===== config.mk =====
export PLATFORM = sky130hd
export DESIGN_NAME = lpr_ctl_flat
export DESIGN_NICKNAME = d
export VERILOG_FILES = /design/src/lpr_pkg.sv /design/src/lpr_link_if.sv /design/src/lpr_ctl.sv /design/src/flat_wrapper.sv
export SDC_FILE = /design/constraint.sdc
export NUM_CORES = 1
export LEC_CHECK = 0
export ABC_AREA = 1
export BUFFER_PORTS_ARGS = -buffer_cell sky130_fd_sc_hd__buf_2
export CAP_MARGIN = 40
export CORE_MARGIN = 1
export CORE_UTILIZATION = 35
export DETAILED_ROUTE_END_ITERATION = 10
export GPL_ROUTABILITY_DRIVEN = 1
export PLACE_DENSITY = 0.5
export SLEW_MARGIN = 20
export SYNTH_ARGS = -nofsm -noshare
export SYNTH_HDL_FRONTEND = slang
export SYNTH_SLANG_ARGS = --single-unit

===== constraint.sdc =====
create_clock -name mclk_in -period 2.6 [get_ports mclk_in]
set_clock_uncertainty 0.05 [all_clocks]
set_input_delay 0 -clock mclk_in [delete_from_list [all_inputs] [get_ports mclk_in]]
set_output_delay 0 -clock mclk_in [all_outputs]
set_load 0.02 [all_outputs]

===== src/lpr_pkg.sv =====
// Shared constants for the linear pixel readout sequencer and its controller.
package lpr_pkg;
  localparam int LPR_NUM_PIX = 64;
  localparam int LPR_PIX_W = 8;
  localparam int LPR_END_EDGE = 65;
  localparam int LPR_RESTART_EDGE = 66;
  localparam int LPR_FLUSH_CYCLES = 12;
  localparam int LPR_FLUSH_CYCLES_MAX = 15;
  localparam int LPR_MCLK_PERIOD_NS = 4;
  localparam int LPR_LCLK_PERIOD_NS = 2000;
  localparam int LPR_LCLK_HALF_CYC = LPR_LCLK_PERIOD_NS / (2 * LPR_MCLK_PERIOD_NS);
  localparam int LPR_INTEG_W = 16;
  localparam int LPR_EDGE_CNT_W = 7;
  localparam int LPR_DIV_W = 12;
  localparam int LPR_FLUSH_W = 4;
endpackage


===== src/lpr_link_if.sv =====
// Link between the sensor sequencer and its controller.
`timescale 1ns/1ns
interface lpr_link_if #(parameter int PIX_W = lpr_pkg::LPR_PIX_W);
  logic lclk;
  logic si;
  logic [PIX_W-1:0] ao_data;
  logic ao_oe;
  modport dev (input lclk, input si, output ao_data, output ao_oe);
  modport ctl (output lclk, output si, input ao_data, input ao_oe);
endinterface


===== src/lpr_ctl.sv =====
// Controller end: makes the shift clock, issues start pulses and collects pixels.
`timescale 1ns/1ns
module lpr_ctl #(
  parameter int PIX_W = lpr_pkg::LPR_PIX_W,
  parameter int HALF_CYC = lpr_pkg::LPR_LCLK_HALF_CYC
) (
  // Clock and reset.
  input wire logic mclk_in,
  input wire logic resetn_in,
  // Link.
  lpr_link_if.ctl link,
  // User requests.
  input wire logic start_in,
  input wire logic flush_in,
  // User results.
  output logic busy_out,
  output logic flush_busy_out,
  output logic [PIX_W-1:0] pixel_out,
  output logic [lpr_pkg::LPR_EDGE_CNT_W-1:0] pixel_idx_out,
  output logic pixel_valid_out
);
  import lpr_pkg::*;

  typedef enum logic [0:0] {LPR_ST_IDLE, LPR_ST_READ} lpr_ctl_state_e;

  // A half period below two cycles leaves the sensor no room to resolve the clock edges.
  if (HALF_CYC < 2 || HALF_CYC >= (1 << LPR_DIV_W)) begin : g_bad_half_cyc
    $error("HALF_CYC out of range.");
  end

  lpr_ctl_state_e st_r, st_nxt;
  logic [LPR_DIV_W-1:0] div_r, div_nxt;
  logic lclk_r, lclk_nxt;
  logic si_r, si_nxt;
  logic [LPR_EDGE_CNT_W-1:0] edges_r, edges_nxt;
  logic start_req_r, start_req_nxt;
  logic [LPR_FLUSH_W-1:0] flush_cnt_r, flush_cnt_nxt;
  logic oe_s1_r, oe_s2_r;
  logic [PIX_W-1:0] ao_s1_r, ao_s2_r;
  logic busy_nxt, flush_busy_nxt, pix_valid_nxt;
  logic [PIX_W-1:0] pix_nxt;
  logic [LPR_EDGE_CNT_W-1:0] pix_idx_nxt;
  logic toggle, rise, fall, pending;

  always_comb begin
    toggle = (div_r == LPR_DIV_W'(HALF_CYC - 1));
    rise = toggle && !lclk_r;
    fall = toggle && lclk_r;
    pending = start_req_r || (flush_cnt_r != '0);
    div_nxt = toggle ? '0 : div_r + 1'b1;
    // The clock runs free so a started readout always sees all its edges. [RULE_10]
    lclk_nxt = toggle ? !lclk_r : lclk_r;
    st_nxt = st_r;
    edges_nxt = edges_r;
    si_nxt = si_r;
    start_req_nxt = start_req_r || start_in;
    flush_cnt_nxt = flush_cnt_r;
    if (flush_in && flush_cnt_r == '0) begin
      flush_cnt_nxt = LPR_FLUSH_W'(LPR_FLUSH_CYCLES); // [RULE_16]
    end
    pix_nxt = pixel_out;
    pix_idx_nxt = pixel_idx_out;
    pix_valid_nxt = 1'b0;
    if (fall) begin
      // The start pulse changes on the falling edge so it is stable around the rising edge.
      si_nxt = 1'b0; // [RULE_17]
      if (pending && (st_r == LPR_ST_IDLE || edges_r == LPR_EDGE_CNT_W'(LPR_END_EDGE))) begin
        si_nxt = 1'b1; // [RULE_03] [RULE_09]
        if (flush_cnt_r != '0) begin
          flush_cnt_nxt = flush_cnt_r - 1'b1;
        end else begin
          start_req_nxt = start_in;
        end
      end
      if (oe_s2_r) begin
        pix_nxt = ao_s2_r;
        pix_idx_nxt = edges_r - 1'b1;
        pix_valid_nxt = 1'b1;
      end
    end
    if (rise) begin
      if (si_r) begin
        st_nxt = LPR_ST_READ;
        edges_nxt = LPR_EDGE_CNT_W'(1);
      end else if (st_r == LPR_ST_READ) begin
        if (edges_r == LPR_EDGE_CNT_W'(LPR_END_EDGE)) begin
          st_nxt = LPR_ST_IDLE;
        end else begin
          edges_nxt = edges_r + 1'b1;
        end
      end
    end
    busy_nxt = (st_nxt == LPR_ST_READ) && (edges_nxt != LPR_EDGE_CNT_W'(LPR_END_EDGE));
    flush_busy_nxt = (flush_cnt_nxt != '0);
  end

  always_ff @(posedge mclk_in or negedge resetn_in) begin
    if (!resetn_in) begin
      st_r <= LPR_ST_IDLE;
      div_r <= '0;
      lclk_r <= 1'b0;
      si_r <= 1'b0;
      edges_r <= '0;
      start_req_r <= 1'b0;
      flush_cnt_r <= '0;
      oe_s1_r <= 1'b0;
      oe_s2_r <= 1'b0;
      ao_s1_r <= '0;
      ao_s2_r <= '0;
      busy_out <= 1'b0;
      flush_busy_out <= 1'b0;
      pixel_out <= '0;
      pixel_idx_out <= '0;
      pixel_valid_out <= 1'b0;
    end else begin
      st_r <= st_nxt;
      div_r <= div_nxt;
      lclk_r <= lclk_nxt;
      si_r <= si_nxt;
      edges_r <= edges_nxt;
      start_req_r <= start_req_nxt;
      flush_cnt_r <= flush_cnt_nxt;
      oe_s1_r <= link.ao_oe;
      oe_s2_r <= oe_s1_r;
      ao_s1_r <= link.ao_data;
      ao_s2_r <= ao_s1_r;
      busy_out <= busy_nxt;
      flush_busy_out <= flush_busy_nxt;
      pixel_out <= pix_nxt;
      pixel_idx_out <= pix_idx_nxt;
      pixel_valid_out <= pix_valid_nxt;
    end
  end

  assign link.lclk = lclk_r;
  assign link.si = si_r;
endmodule // lpr_ctl


===== src/flat_wrapper.sv =====
// flat-port wrapper written by rule: the top's interface ports become plain ports
module lpr_ctl_flat import lpr_pkg::*;
#(
  parameter int PIX_W = lpr_pkg::LPR_PIX_W,
  parameter int HALF_CYC = lpr_pkg::LPR_LCLK_HALF_CYC
)
  (mclk_in, resetn_in, start_in, flush_in, busy_out, flush_busy_out, pixel_out, pixel_idx_out, pixel_valid_out, link_lclk, link_si, link_ao_data, link_ao_oe);
  lpr_link_if #(.PIX_W(PIX_W)) link_i ();
  input wire logic mclk_in;
  input wire logic resetn_in;
  input wire logic start_in;
  input wire logic flush_in;
  output logic busy_out;
  output logic flush_busy_out;
  output logic [PIX_W-1:0] pixel_out;
  output logic [lpr_pkg::LPR_EDGE_CNT_W-1:0] pixel_idx_out;
  output logic pixel_valid_out;
  output wire logic [$bits(link_i.lclk)-1:0] link_lclk;
  output wire logic [$bits(link_i.si)-1:0] link_si;
  input wire logic [$bits(link_i.ao_data)-1:0] link_ao_data;
  input wire logic [$bits(link_i.ao_oe)-1:0] link_ao_oe;
  assign link_lclk = link_i.lclk;
  assign link_si = link_i.si;
  assign link_i.ao_data = link_ao_data;
  assign link_i.ao_oe = link_ao_oe;
  lpr_ctl #(.PIX_W(PIX_W), .HALF_CYC(HALF_CYC)) u_core (.mclk_in(mclk_in), .resetn_in(resetn_in), .link(link_i), .start_in(start_in), .flush_in(flush_in), .busy_out(busy_out), .flush_busy_out(flush_busy_out), .pixel_out(pixel_out), .pixel_idx_out(pixel_idx_out), .pixel_valid_out(pixel_valid_out));
endmodule

==> impl_results.md <==
* NetSw at 449 uW
* H-tree depth at 3
* Count leader, synth: nand2_1
* Hold WC Path Type: in -> async
* PwrDens at 578 nW/um2
* Synth Area in Adders at 0.0307
* CTS max path bufs at 2
* Starting Density at 0.365
* DR vias at 2066
* Setup bufs post-CTS at 0
* Area of the core at 7810 um2
* Part of the power in combinational logic at 0.022
* Post-DP HPWL at 3990 um
* CP max FO at 12
* Pint at 1570 uW
* Post-CTS Hold Buffers at 12
* Port bufs at 32
* DRT antenna net count at 0
* Period minus WS final at 1990 ps
* Initial antenna violation count at 0
* Post-route DRC at 0
* Clock-pin slew on the worst setup and hold paths at 80 ps
* Post-synth top area share at 0.553
* VDD IR max at 0.313 mV
* Simple-Gate Fraction of Synth Area at 0.261
* Post-synthesis area per instance at 9.29 um2
* Mapped Cells at 307
* DR iter-0 viols at 61
* Tcrit/Tclk final at 0.765
* # resized after CTS at 0
* Slew Viols, Final at 0
* Setup TNS at 0 ps
* Crit start category: flip-flop
* Pleak at 0.00178 uW
* Chip height at 92.3 um
* Worst Path Arrival at 2170 ps
* Netlist cell types at 34
* Flops & latches, synth at 63
* Slew headroom at 0.540
* Post-Synth XOR/XNOR Area at 0.0369
* Drt pass-1 iters at 4
* Mapped cell area at 2850 um2
* Largest family of logic cells by synthesized area: simple AND/OR/NAND/NOR gates
* Largest net degree at the start of global routing at 37
* Synth cell count leaders: nand2_1 (85), dfrtp_1 (63), inv_1 (32), nor2_1 (25), nand3_1 (14)
* Post-synth EDFFs at 0
* Sequential Power Share at 0.495
* Clock Latency Late Sink at 340 ps
* Main synth FF type: dfrtp_1
* Vias/cell at 4.42
* GPL Wtd Cong at 0.757
* CTS Buf Count at 9
* CTS tree: built
* Share of cells above drive strength 1 at 0.197
* Max Cap Viol at 0
* Post-synth ARST share at 1.00
* CTS Sinks at 63
* First-pass GRT wire length at 9920 um
* Dominant cells by area after synthesis: dfrtp_1 (55%), nand2_1 (11%), inv_1 (4.2%), nor2_1 (3.3%), ha_1 (3.1%)
* Required time of the worst setup path at 2780 ps
* Worst slew pin tran at 690 ps
* Full die area at 8510 um2
* CTS root buffer: clkbuf_8
* Wire per inst at 11.9 um
* Number of global-route vias before repair at 2070
* Crit path kind: reg -> reg
* Yosys Warn Count at 0
* Ant. Diodes at 0
* Routed WL at 5540 um
* Die width at 92.3 um
* Clk network pwr share at 0.483
* Total grt overflow at 0
* Final hold slack at 185 ps
* Yosys top cell by area: dfrtp_1
* RSZ-0062 raised after global routing: no
* CP Capture Type: flip-flop
* Area grow syn2layout at 22.2%
* GRT Total Usage at 0.151
* F_max at 503 MHz
* Sw Ratio at 0.223
* Run status: completed
* # IOs at 33
* Synthesized net count at 327
* Nets at 380
* Register area share after synthesis at 0.553
* Endpoints failing hold at 0
* Compound-Gate Fraction of Synth Area at 0.0575
* Mux cell area share after synthesis at 0.00746
* Count of final setup violators at 0
* FP Rows at 32
per-stage QoR:
step	cells	instance area, um2	worst slack, ps	utilization	power, uW
6_report	467	3490	611	0.446	2020
5_1_grt	467	3490	386	0.446	2100
4_1_cts	467	3490	570	0.446	2060
3_5_place_dp	439	3140	587	0.402	1050
3_3_place_gp	439	3140	684	0.402	1050
2_1_floorplan	307	2850	974	-	1020
per-layer routing:
metal | up-vias | GRT usage | part of all wire
met5 | - | 0 | 0
met4 | 0 | 0.0742 | 0.021
met3 | 11 | 0.0323 | 0.024
met2 | 24 | 0.238 | 0.46
met1 | 954 | 0.198 | 0.49
li1 | 1077 | - | -
cell usage in the layout, fill, tap and decap left out, types with 2 or more instances in the layout:
master,instances
a21oi_1,5
nand3_4,2
nand3_2,2
nand4_1,4
inv_2,2
nand2_2,5
nand3_1,14
nand2_1,85
xnor2_1,5
dlygate4sd3_1,12
ha_1,7
o21ai_0,13
inv_1,32
nor2_2,5
o21ai_1,7
xor2_1,7
clkinv_4,2
nor2_1,25
clkbuf_8,9
inv_6,3
dfrtp_1,63
buf_2,32
bufinv_16,2
nor2_4,3
nor3_1,6
path summary, 6_finish.rpt:
| check | from | end | slack [ps] | cells past startpoint |
|---|---|---|---|---|
| worst min register to register | u_core.ao_s1_r[4] | u_core.ao_s2_r[4] | 290 | 0 |
| min in group mclk_in | link_ao_data[3] | u_core.ao_s1_r[3] | 240 | 2 |
| max in group asynchronous | resetn_in | u_core.pixel_out[0] | 1690 | 3 |
| worst max-delay path | u_core.div_r[0] | u_core.pixel_out[0] | 610 | 9 |
| worst min-delay path | resetn_in | u_core.pixel_idx_out[5] | 180 | 2 |
| worst max register to register | u_core.div_r[0] | u_core.pixel_out[0] | 610 | 9 |
power groups by stage:
stage	clock [uW]	sequential, uW	combinational (uW)
after global routing	1050	999	51.4
after CTS	1010	997	47.0
after global placement	0	1020	33.0
final	974	997	44.6
after floorplan	0	1020	0.0186
after detailed placement	0	1020	33.4
registers in the layout, indices dropped and copies added, names as in the netlist, 4 cells and up:
register and flops:
u_core.ao_s2_r 8, u_core.pixel_out 8, u_core.edges_r 7, u_core.div_r 12, u_core.pixel_idx_out 7, u_core.flush_cnt_r 4, u_core.ao_s1_r 8
cells by family (layout without fill, tap and decap cells):
kind of cell | after synthesis | count (layout)
buffers and inverters | 38 | 96
DFF | 63 | 63
and+or+nand+nor | 156 | 156
adders and majority gates | 7 | 7
muxes | 2 | 2
xor gates and xnor gates | 12 | 12
AOI/OAI and AO/OA | 29 | 29
area by class of cell:
class                   instances  area (um2)
clock buffers                   9         124
flip-flops and latches         63        1580
inverters                      35         131
repair buffers                 45         300
multi-input cells             206        1120
fillers                       781        4320
clock inverters                 7         104
well taps                     102         128
critical path, cell delays in order, from the launching register on:
cell and delay (ps):
dfrtp_1 420, ha_1 240, nand3_1 130, nor2_4 70, nand2_4 70, nor2_4 40, nand2_1 310, clkinv_1 340
nand2_1 140, nand2_1 60
No activity file was read; power rests on OpenSTA's default activity.
